--- src/core/plc_map.vh ---
// Register offsets, field positions and reset values for the display PLL control block.
// Assumes byte addresses on the register port and 32-bit register words.
`ifndef PLC_MAP_VH
`define PLC_MAP_VH

`define PLC_ADDR_W          20
`define PLC_PLL_A_CONTROL   20'hC6014
`define PLC_PLL_B_CONTROL   20'hC6018
`define PLC_CTL_RESET       32'h04800080
`define PLC_CTL_WMASK       32'hCFFFEEFF
`define PLC_CTL_IMMED       32'h00FFE0FF

`define PLC_VCO_EN          31
`define PLC_HSIO_EN         30
`define PLC_MODE_HI         27
`define PLC_MODE_LO         26
`define PLC_P2_HI           25
`define PLC_P2_LO           24
`define PLC_P1S0_HI         23
`define PLC_P1S0_LO         16
`define PLC_REF_HI          15
`define PLC_REF_LO          13
`define PLC_MULT_HI         11
`define PLC_MULT_LO         9
`define PLC_P1S1_HI         7
`define PLC_P1S1_LO         0

`define PLC_MODE_NON_LVDS   2'h1
`define PLC_MODE_LVDS       2'h2
`define PLC_P2_SLOW         2'h0
`define PLC_P2_FAST         2'h1
`define PLC_REF_DISPLAY     3'h0
`define PLC_REF_SUPER       3'h1
`define PLC_REF_SPREAD      3'h3

`define PLC_DIV_N_HI        21
`define PLC_DIV_N_LO        16
`define PLC_DIV_M1_HI       13
`define PLC_DIV_M1_LO       8
`define PLC_DIV_M2_HI       5
`define PLC_DIV_M2_LO       0
`define PLC_DIV_OFFSET      8'h02
`define PLC_M1_WEIGHT       8'h05

`endif

--- src/core/plc_top.v ---
// Control registers for display PLL A and B with divider application to the analog core.
// Assumes vertical blank inputs are one-cycle pulses and divisor-set words come from their own registers.
// How it works
// - Most fields are held and applied at the next transcoder vertical blank.
// - Writes are dropped while the panel sequencer has a panel on this transcoder.
// - Bit 31 runs the oscillator core; clear stops it and the pixel clock.
// - Bits 27:26 pick non-LVDS (01, default) or LVDS (10); others reserved.
// - Second divider code 00 divides by 14 in LVDS mode, by 10 in non-LVDS mode.
// - Code 01 divides by 7 dual LVDS, 5 fast DAC/HDMI; others reserved.
// - First divider byte write with core disabled commits M, N, P values.
// - Writes to the idle divisor set leave the active set untouched.
// - First divider bytes take effect at once, not at vertical blank.
// - Reference select bits 15:13 bypass double buffering; 000, 001, 011 valid.
// - Bits 11:9 hold multiplier minus one, 1x to 4x.
// - Divisor fields are two less than actual; two is added.
// - Dot clock is reference times M over N over first and second divide.
`timescale 1ns/1ps
`default_nettype none
`include "plc_map.vh"

module plc_top (
    input  wire                   clock,
    input  wire                   srst,
    input  wire                   reg_wr,
    input  wire                   reg_rd,
    input  wire [`PLC_ADDR_W-1:0] reg_addr,
    input  wire [3:0]             reg_be,
    input  wire [31:0]            reg_wdata,
    output reg  [31:0]            reg_rdata,
    output reg                    reg_rvalid,
    output reg                    reg_wr_blocked,
    input  wire                   vblank_a,
    input  wire                   vblank_b,
    input  wire                   panel_attached_a,
    input  wire                   panel_attached_b,
    input  wire                   set_in_use_a,
    input  wire                   set_in_use_b,
    input  wire                   dual_channel_a,
    input  wire                   dual_channel_b,
    input  wire                   display_port_a,
    input  wire                   display_port_b,
    input  wire [31:0]            divisor_set_0_a,
    input  wire [31:0]            divisor_set_1_a,
    input  wire [31:0]            divisor_set_0_b,
    input  wire [31:0]            divisor_set_1_b,
    output reg                    oscillator_core_en_a,
    output reg                    oscillator_core_en_b,
    output reg                    pixel_clock_run_a,
    output reg                    pixel_clock_run_b,
    output reg                    hsio_clock_en_a,
    output reg                    hsio_clock_en_b,
    output reg                    lvds_mode_a,
    output reg                    lvds_mode_b,
    output reg  [2:0]             ref_select_a,
    output reg  [2:0]             ref_select_b,
    output reg  [2:0]             multiplier_factor_a,
    output reg  [2:0]             multiplier_factor_b,
    output reg                    config_error_a,
    output reg                    config_error_b,
    output reg                    divisor_commit_a,
    output reg                    divisor_commit_b,
    output wire [8:0]             m_total_a,
    output wire [8:0]             m_total_b,
    output wire [6:0]             n_total_a,
    output wire [6:0]             n_total_b,
    output wire [7:0]             p_total_a,
    output wire [7:0]             p_total_b
);

    wire        hit_a = (reg_addr == `PLC_PLL_A_CONTROL);
    wire        hit_b = (reg_addr == `PLC_PLL_B_CONTROL);
    wire        wr_a  = reg_wr & hit_a & ~panel_attached_a;
    wire        wr_b  = reg_wr & hit_b & ~panel_attached_b;
    wire [31:0] shadow_a;
    wire [31:0] shadow_b;
    wire [31:0] active_a;
    wire [31:0] active_b;
    wire        p1_written_a;
    wire        p1_written_b;

    reg  [31:0] applied_div_a;
    reg  [31:0] applied_div_b;
    reg  [3:0]  p1_value_a;
    reg  [3:0]  p1_value_b;
    reg  [3:0]  p2_value_a;
    reg  [3:0]  p2_value_b;
    reg         p1_bad_a;
    reg         p1_bad_b;

    // First divider one-hot decode; zero flags a reserved pattern
    function [3:0] p1_decode;
        input [7:0] onehot;
        begin
            case (onehot)
                8'h01:   p1_decode = 4'h1;
                8'h02:   p1_decode = 4'h2;
                8'h04:   p1_decode = 4'h3;
                8'h08:   p1_decode = 4'h4;
                8'h10:   p1_decode = 4'h5;
                8'h20:   p1_decode = 4'h6;
                8'h40:   p1_decode = 4'h7;
                8'h80:   p1_decode = 4'h8;
                default: p1_decode = 4'h0;
            endcase
        end
    endfunction

    // Second divider from code, mode and link type; zero flags reserved
    function [3:0] p2_decode;
        input [1:0] code;
        input [1:0] mode;
        input       dual;
        input       dp;
        begin
            p2_decode = 4'h0;
            if (code == `PLC_P2_SLOW) begin
                if (mode == `PLC_MODE_LVDS) begin
                    p2_decode = 4'hE;
                end else if (mode == `PLC_MODE_NON_LVDS) begin
                    p2_decode = 4'hA;
                end
            end else if (code == `PLC_P2_FAST) begin
                if (mode == `PLC_MODE_LVDS && dual) begin
                    p2_decode = 4'h7;
                end else if (mode == `PLC_MODE_NON_LVDS && !dp) begin
                    p2_decode = 4'h5;
                end
            end
        end
    endfunction

    // Reference code check
    function ref_ok;
        input [2:0] sel;
        begin
            ref_ok = (sel == `PLC_REF_DISPLAY) || (sel == `PLC_REF_SUPER) || (sel == `PLC_REF_SPREAD);
        end
    endfunction

    plc_ctl_chan u_chan_a (
        .clock      (clock),
        .srst       (srst),
        .wr         (wr_a),
        .be         (reg_be),
        .wdata      (reg_wdata),
        .vblank     (vblank_a),
        .shadow     (shadow_a),
        .active     (active_a),
        .p1_written (p1_written_a)
    );

    plc_ctl_chan u_chan_b (
        .clock      (clock),
        .srst       (srst),
        .wr         (wr_b),
        .be         (reg_be),
        .wdata      (reg_wdata),
        .vblank     (vblank_b),
        .shadow     (shadow_b),
        .active     (active_b),
        .p1_written (p1_written_b)
    );

    // Register read port and protection report
    always @(posedge clock) begin
        if (srst) begin
            reg_rdata      <= 32'h00000000;
            reg_rvalid     <= 1'b0;
            reg_wr_blocked <= 1'b0;
        end else begin
            reg_rvalid     <= reg_rd;
            reg_wr_blocked <= reg_wr & ((hit_a & panel_attached_a) | (hit_b & panel_attached_b));
            if (!reg_rd) begin
                reg_rdata <= 32'h00000000;
            end else if (hit_a) begin
                reg_rdata <= shadow_a;
            end else if (hit_b) begin
                reg_rdata <= shadow_b;
            end else begin
                reg_rdata <= 32'h00000000;
            end
        end
    end

    // Divisor application: set in use only, at commit with core off or at vertical blank with core on
    always @(posedge clock) begin
        if (srst) begin
            applied_div_a    <= 32'h00000000;
            applied_div_b    <= 32'h00000000;
            divisor_commit_a <= 1'b0;
            divisor_commit_b <= 1'b0;
        end else begin
            divisor_commit_a <= p1_written_a & ~active_a[`PLC_VCO_EN];
            divisor_commit_b <= p1_written_b & ~active_b[`PLC_VCO_EN];
            if ((p1_written_a & ~active_a[`PLC_VCO_EN]) | (vblank_a & active_a[`PLC_VCO_EN])) begin
                applied_div_a <= set_in_use_a ? divisor_set_1_a : divisor_set_0_a;
            end
            if ((p1_written_b & ~active_b[`PLC_VCO_EN]) | (vblank_b & active_b[`PLC_VCO_EN])) begin
                applied_div_b <= set_in_use_b ? divisor_set_1_b : divisor_set_0_b;
            end
        end
    end

    // Post divider values from the live register
    always @(posedge clock) begin
        if (srst) begin
            p1_value_a <= 4'h8;
            p1_value_b <= 4'h8;
            p2_value_a <= 4'hA;
            p2_value_b <= 4'hA;
            p1_bad_a   <= 1'b0;
            p1_bad_b   <= 1'b0;
        end else begin
            p1_value_a <= set_in_use_a ? p1_decode(active_a[`PLC_P1S1_HI:`PLC_P1S1_LO])
                                       : p1_decode(active_a[`PLC_P1S0_HI:`PLC_P1S0_LO]);
            p1_value_b <= set_in_use_b ? p1_decode(active_b[`PLC_P1S1_HI:`PLC_P1S1_LO])
                                       : p1_decode(active_b[`PLC_P1S0_HI:`PLC_P1S0_LO]);
            p1_bad_a   <= (p1_decode(active_a[`PLC_P1S0_HI:`PLC_P1S0_LO]) == 4'h0)
                        | (p1_decode(active_a[`PLC_P1S1_HI:`PLC_P1S1_LO]) == 4'h0);
            p1_bad_b   <= (p1_decode(active_b[`PLC_P1S0_HI:`PLC_P1S0_LO]) == 4'h0)
                        | (p1_decode(active_b[`PLC_P1S1_HI:`PLC_P1S1_LO]) == 4'h0);
            p2_value_a <= p2_decode(active_a[`PLC_P2_HI:`PLC_P2_LO], active_a[`PLC_MODE_HI:`PLC_MODE_LO],
                                    dual_channel_a, display_port_a);
            p2_value_b <= p2_decode(active_b[`PLC_P2_HI:`PLC_P2_LO], active_b[`PLC_MODE_HI:`PLC_MODE_LO],
                                    dual_channel_b, display_port_b);
        end
    end

    // Analog core controls
    always @(posedge clock) begin
        if (srst) begin
            oscillator_core_en_a <= 1'b0;
            oscillator_core_en_b <= 1'b0;
            pixel_clock_run_a    <= 1'b0;
            pixel_clock_run_b    <= 1'b0;
            hsio_clock_en_a      <= 1'b0;
            hsio_clock_en_b      <= 1'b0;
            lvds_mode_a          <= 1'b0;
            lvds_mode_b          <= 1'b0;
            ref_select_a         <= `PLC_REF_DISPLAY;
            ref_select_b         <= `PLC_REF_DISPLAY;
            multiplier_factor_a  <= 3'h1;
            multiplier_factor_b  <= 3'h1;
            config_error_a       <= 1'b0;
            config_error_b       <= 1'b0;
        end else begin
            oscillator_core_en_a <= active_a[`PLC_VCO_EN];
            oscillator_core_en_b <= active_b[`PLC_VCO_EN];
            pixel_clock_run_a    <= active_a[`PLC_VCO_EN] & (p1_value_a != 4'h0) & (p2_value_a != 4'h0);
            pixel_clock_run_b    <= active_b[`PLC_VCO_EN] & (p1_value_b != 4'h0) & (p2_value_b != 4'h0);
            hsio_clock_en_a      <= active_a[`PLC_HSIO_EN];
            hsio_clock_en_b      <= active_b[`PLC_HSIO_EN];
            lvds_mode_a          <= (active_a[`PLC_MODE_HI:`PLC_MODE_LO] == `PLC_MODE_LVDS);
            lvds_mode_b          <= (active_b[`PLC_MODE_HI:`PLC_MODE_LO] == `PLC_MODE_LVDS);
            ref_select_a         <= active_a[`PLC_REF_HI:`PLC_REF_LO];
            ref_select_b         <= active_b[`PLC_REF_HI:`PLC_REF_LO];
            multiplier_factor_a  <= {1'b0, active_a[`PLC_MULT_HI-1:`PLC_MULT_LO]} + 3'h1;
            multiplier_factor_b  <= {1'b0, active_b[`PLC_MULT_HI-1:`PLC_MULT_LO]} + 3'h1;
            config_error_a       <= (p2_value_a == 4'h0) | p1_bad_a | active_a[`PLC_MULT_HI]
                                  | ~ref_ok(active_a[`PLC_REF_HI:`PLC_REF_LO]);
            config_error_b       <= (p2_value_b == 4'h0) | p1_bad_b | active_b[`PLC_MULT_HI]
                                  | ~ref_ok(active_b[`PLC_REF_HI:`PLC_REF_LO]);
        end
    end

    plc_dot_calc u_calc_a (
        .clock    (clock),
        .srst     (srst),
        .n_field  (applied_div_a[`PLC_DIV_N_HI:`PLC_DIV_N_LO]),
        .m1_field (applied_div_a[`PLC_DIV_M1_HI:`PLC_DIV_M1_LO]),
        .m2_field (applied_div_a[`PLC_DIV_M2_HI:`PLC_DIV_M2_LO]),
        .p1_value (p1_value_a),
        .p2_value (p2_value_a),
        .m_total  (m_total_a),
        .n_total  (n_total_a),
        .p_total  (p_total_a)
    );

    plc_dot_calc u_calc_b (
        .clock    (clock),
        .srst     (srst),
        .n_field  (applied_div_b[`PLC_DIV_N_HI:`PLC_DIV_N_LO]),
        .m1_field (applied_div_b[`PLC_DIV_M1_HI:`PLC_DIV_M1_LO]),
        .m2_field (applied_div_b[`PLC_DIV_M2_HI:`PLC_DIV_M2_LO]),
        .p1_value (p1_value_b),
        .p2_value (p2_value_b),
        .m_total  (m_total_b),
        .n_total  (n_total_b),
        .p_total  (p_total_b)
    );

endmodule // plc_top

`default_nettype wire

--- src/core/plc_ctl_chan.v ---
// One PLL control register: software copy, live copy and vertical blank transfer.
// Assumes write strobes are already qualified by address and write protection.
`timescale 1ns/1ps
`default_nettype none
`include "plc_map.vh"

module plc_ctl_chan (
    input  wire        clock,
    input  wire        srst,
    input  wire        wr,
    input  wire [3:0]  be,
    input  wire [31:0] wdata,
    input  wire        vblank,
    output reg  [31:0] shadow,
    output reg  [31:0] active,
    output reg         p1_written
);

    reg  [31:0] next_shadow;
    reg  [31:0] lane_mask;
    integer     i;

    always @* begin
        for (i = 0; i < 32; i = i + 1) begin
            lane_mask[i] = be[i / 8];
        end
        next_shadow = shadow;
        if (wr) begin
            next_shadow = (shadow & ~(lane_mask & `PLC_CTL_WMASK)) | (wdata & lane_mask & `PLC_CTL_WMASK);
        end
    end

    always @(posedge clock) begin
        if (srst) begin
            shadow     <= `PLC_CTL_RESET;
            active     <= `PLC_CTL_RESET;
            p1_written <= 1'b0;
        end else begin
            shadow     <= next_shadow;
            p1_written <= wr & (be[2] | be[0]);
            if (vblank) begin
                active <= next_shadow;
            end else begin
                active <= (active & ~`PLC_CTL_IMMED) | (next_shadow & `PLC_CTL_IMMED);
            end
        end
    end

endmodule // plc_ctl_chan

`default_nettype wire

--- src/core/plc_dot_calc.v ---
// Divider arithmetic for one PLL: feedback, reference and post divide totals.
// Assumes fields in the two-less-than-actual divisor format.
`timescale 1ns/1ps
`default_nettype none
`include "plc_map.vh"

module plc_dot_calc (
    input  wire       clock,
    input  wire       srst,
    input  wire [5:0] n_field,
    input  wire [5:0] m1_field,
    input  wire [5:0] m2_field,
    input  wire [3:0] p1_value,
    input  wire [3:0] p2_value,
    output reg  [8:0] m_total,
    output reg  [6:0] n_total,
    output reg  [7:0] p_total
);

    wire [8:0] m1_act = {3'h0, m1_field} + {1'b0, `PLC_DIV_OFFSET};
    wire [8:0] m2_act = {3'h0, m2_field} + {1'b0, `PLC_DIV_OFFSET};
    wire [8:0] m1_x5  = (m1_act << 2) + m1_act;
    wire [7:0] div_off = `PLC_DIV_OFFSET;

    always @(posedge clock) begin
        if (srst) begin
            m_total <= 9'h000;
            n_total <= 7'h00;
            p_total <= 8'h00;
        end else begin
            m_total <= m1_x5 + m2_act;
            n_total <= {1'b0, n_field} + div_off[6:0];
            p_total <= {4'h0, p1_value} * {4'h0, p2_value};
        end
    end

endmodule // plc_dot_calc

`default_nettype wire

--- config.mk ---
export PLATFORM = sky130hd
export DESIGN_NAME = plc_top
export DESIGN_NICKNAME = d
export VERILOG_FILES = /design/src/core/plc_top.v /design/src/core/plc_ctl_chan.v /design/src/core/plc_dot_calc.v
export VERILOG_INCLUDE_DIRS = /design/src /design/src/core
export SDC_FILE = /design/constraint.sdc
export NUM_CORES = 1
export LEC_CHECK = 0
export BUFFER_PORTS_ARGS = -buffer_cell sky130_fd_sc_hd__buf_2
export CORE_UTILIZATION = 45
export CTS_CLUSTER_SIZE = 25
export DETAILED_ROUTE_END_ITERATION = 10
export GPL_ROUTABILITY_DRIVEN = 0
export PLACE_DENSITY = 0.7
export SLEW_MARGIN = 20
export SYNTH_ARGS = -nofsm -noshare
export SYNTH_HDL_FRONTEND = slang
export SYNTH_SLANG_ARGS = --single-unit
--- constraint.sdc ---
create_clock -name clock -period 5.25 [get_ports clock]
set_input_delay 0.525 -clock clock [delete_from_list [all_inputs] [get_ports clock]]
set_output_delay 0.525 -clock clock [all_outputs]
set_load 0.005 [all_outputs]
==> impl_metrics.yaml <==
pwr:
  irDropWorstVdd_v: 0.000244
  leakagePower_nw: 6.18
  p_sw_mw: 0.940
  fin_total_pwr_mw: 4.14
  combinational_share_of_power: 0.082
  p_per_area_mw_per_mm2: 312
  switch_share: 0.227
  p_int_mw: 3.20
  share_seq_of_total_power: 0.444
  share_clk_of_total_power: 0.474
clock_network:
  clock_tree.htree_level_count: 1
  insertion_delay_to_the_later_sink_of_the_worst_skew_pair_ns: 0.52
  num_cts_buffers: 26
  clkSlewWorstSetupHoldPaths_ns: 0.06
  post_cts.repair.setup_buffers: 0
  cts_root_buffer: "sky130_fd_sc_hd__clkbuf_16"
  cts-root-to-sink-buffers: 3
  cts_hold_buffers: 0
  number_of_instances_resized_during_post_cts_repair: 0
  tritoncts_clock_tree: "built"
  cts_sinks: 232
die:
  die_area_sq_mm: 0.0249
  die_h_microns: 158
  initial_utilization: 0.462
  rows: 56
  placeableCoreArea_sq_mm: 0.0236
  floorplan.io_pins: 304
  floorplan.die.width_microns: 158
drt:
  post_drt_wl_per_cell_microns: 15.1
  drc_errors: 0
  totalWireLength_microns: 25500
  route.vias.total: 8558
  detail_route.first_pass.iterations: 4
  route.detailed.vias_per_inst: 5.08
  drtIter0Drc: 465
  drt.antenna.violating_nets: 0
placed_design:
  dp_hpwl_microns: 18600
  port_buffers: 239
sta:
  tightest_slew_ns: 0.979
  rsz_0062_raised_after_global_routing: "no"
  finalCritPeriodShare: 0.633
  total_negative_setup_slacks_ns: 0
  drv_slew: 0
  max_slew_margin: 0.347
  clock_skew_ns: 0.00848
  setup_failing_eps_final: 0
  fmax_mhz: 301
  timing.final.hold_violations: 0
  fin_worst_hold_slack_ns: 0.242
  finalWorstPathRequiredPeriod_ns: 3.32
worst_setup_path:
  cp_max_fo: 5
  crit_required_ns: 5.62
  critical_path_arrival_ns: 3.69
  timing_worst_setup_path_type: "flop to flop"
  critPathCaptureType: "flop"
  cp_launch_type: "flop"
cells_and_area:
  finish.net_count: 1617
  layout.cells.most_common_list: "238 x sky130_fd_sc_hd__buf_2, 232 x sky130_fd_sc_hd__dfxtp_1, 194 x sky130_fd_sc_hd__nor2_1"
  area_delta_synth_final_pct: 21.4
  final_common_cell: "sky130_fd_sc_hd__buf_2"
  final_util: 0.561
  proportion_of_layout_cells_with_a_drive_suffix_above_1: 0.232
grt:
  grt_max_degree: 96
  groute.usage.overall: 0.201
  first_global_vias: 7978
  grt_overflow: 0
  wire_length_of_the_first_global_routing_pass_microns: 39900
  antenna_violations_before_repair: 3
synth:
  avgSynthCellArea_sq_um: 9.57
  synth.cell_area_sq_mm: 0.0109
  sequential_element_share_of_the_synthesized_area: 0.426
  yosysUniqueCellTypes: 65
  synth-warning-count: 0
  synth_edf_count: 0
  synth-async-reset-ratio: 0
  syn_inst: 1140
  synth-seq-cells: 232
  ys_dominant_reg_cell: "sky130_fd_sc_hd__dfxtp_1"
hold_path:
  worstHoldPathType: "input pin to flop"
flow_run:
  drv_cap: 0
status:
  outcome: "finished clean"
==> routing by layer <==
metal,up-vias,track usage,wire [microns],share of wire
met5,-,0,12,0.00047
met4,2,0.0532,535,0.021
met3,34,0.0276,887,0.035
met2,162,0.358,12700,0.50
met1,3977,0.253,11400,0.45
li1,4383,-,-,-
==> cell type report <==
| cell class | instances | area, sq um |
|---|---|---|
| antenna | 2 | 5.00 |
| clock buffer | 32 | 724 |
| clock inverter | 16 | 226 |
| fill | 2122 | 10400 |
| inverter | 47 | 176 |
| multi-input combinational | 793 | 5810 |
| sequential | 232 | 4640 |
| tap | 319 | 399 |
| timing repair buffer | 245 | 1250 |
==> worst paths after layout <==
path / start / end / slack (ns) / cells after the start
worst min-delay path: reg_wdata[7] / flop / 0.24 / 3
worst max-delay path: applied_div_b[9] / u_calc_b.m_total[8] / 1.93 / 10
worst min register to register: u_chan_a.active[9] / multiplier_factor_a[0] / 0.42 / 1
worst max register to register: applied_div_b[9] / u_calc_b.m_total[8] / 1.93 / 10
==> worst max-delay path, cell delays in order, from the launching register on <==
cell and delay, ns:
sky130_fd_sc_hd__dfxtp_1 0.43, sky130_fd_sc_hd__ha_1 0.23, sky130_fd_sc_hd__nand3_1 0.10, sky130_fd_sc_hd__xnor2_1 0.28, sky130_fd_sc_hd__fa_1 0.47, sky130_fd_sc_hd__ha_1 0.35, sky130_fd_sc_hd__and3_1 0.18, sky130_fd_sc_hd__a2111oi_0 0.73
sky130_fd_sc_hd__a21oi_1 0.19, sky130_fd_sc_hd__xnor2_1 0.17, sky130_fd_sc_hd__nor2_1 0.05
==> synth_stat cells, types with 12 or more instances <==
| master | n | area (sq um) |
|---|---|---|
| sky130_fd_sc_hd__nand2_1 | 34 | 128 |
| sky130_fd_sc_hd__nor2_1 | 194 | 728 |
| sky130_fd_sc_hd__and2_1 | 22 | 138 |
| sky130_fd_sc_hd__fa_1 | 20 | 400 |
| sky130_fd_sc_hd__xor2_1 | 23 | 201 |
| sky130_fd_sc_hd__clkbuf_1 | 49 | 184 |
| sky130_fd_sc_hd__xnor2_1 | 28 | 245 |
| sky130_fd_sc_hd__nand3_1 | 18 | 90.1 |
| sky130_fd_sc_hd__nor3_1 | 14 | 70.1 |
| sky130_fd_sc_hd__nor4_1 | 12 | 75.1 |
| sky130_fd_sc_hd__dfxtp_1 | 232 | 4640 |
| sky130_fd_sc_hd__mux2i_1 | 92 | 921 |
| sky130_fd_sc_hd__a22oi_1 | 30 | 225 |
| sky130_fd_sc_hd__ha_1 | 54 | 676 |
| sky130_fd_sc_hd__nor2b_1 | 37 | 231 |
| sky130_fd_sc_hd__inv_1 | 47 | 176 |
| sky130_fd_sc_hd__a21oi_1 | 16 | 80.1 |
| sky130_fd_sc_hd__a211oi_1 | 59 | 443 |
==> stage by stage <==
stage                     area (sq um)  std cells  worst slack [ns]
after floorplan                  10900       1143              2.33
after global placement           12300       1636              1.94
after detailed placement         12300       1636              1.93
after CTS                        13200       1684              1.90
after global routing             13200       1686              1.56
final                            13200       1686              1.93
==> power by group through the flow <==
stage | clock [mW] | sequential [mW] | combinational (mW)
floorplan | 0 | 1.88 | 0.204
global placement | 0 | 1.88 | 0.333
detailed placement | 0 | 1.88 | 0.339
CTS | 2.01 | 1.84 | 0.342
global route | 2.07 | 1.84 | 0.382
finish | 1.96 | 1.84 | 0.339
==> logic make-up after synthesis <==
kind of cell	synth area share
and+or+nand+nor	0.197
muxes	0.0865
xor gates and xnor gates	0.0410
buffers and inverters	0.0437
adders and majority gates	0.0996
other	0.000344
AOI/OAI and AO/OA	0.106
DFF	0.426
No activity file was read; power rests on OpenSTA's default activity.
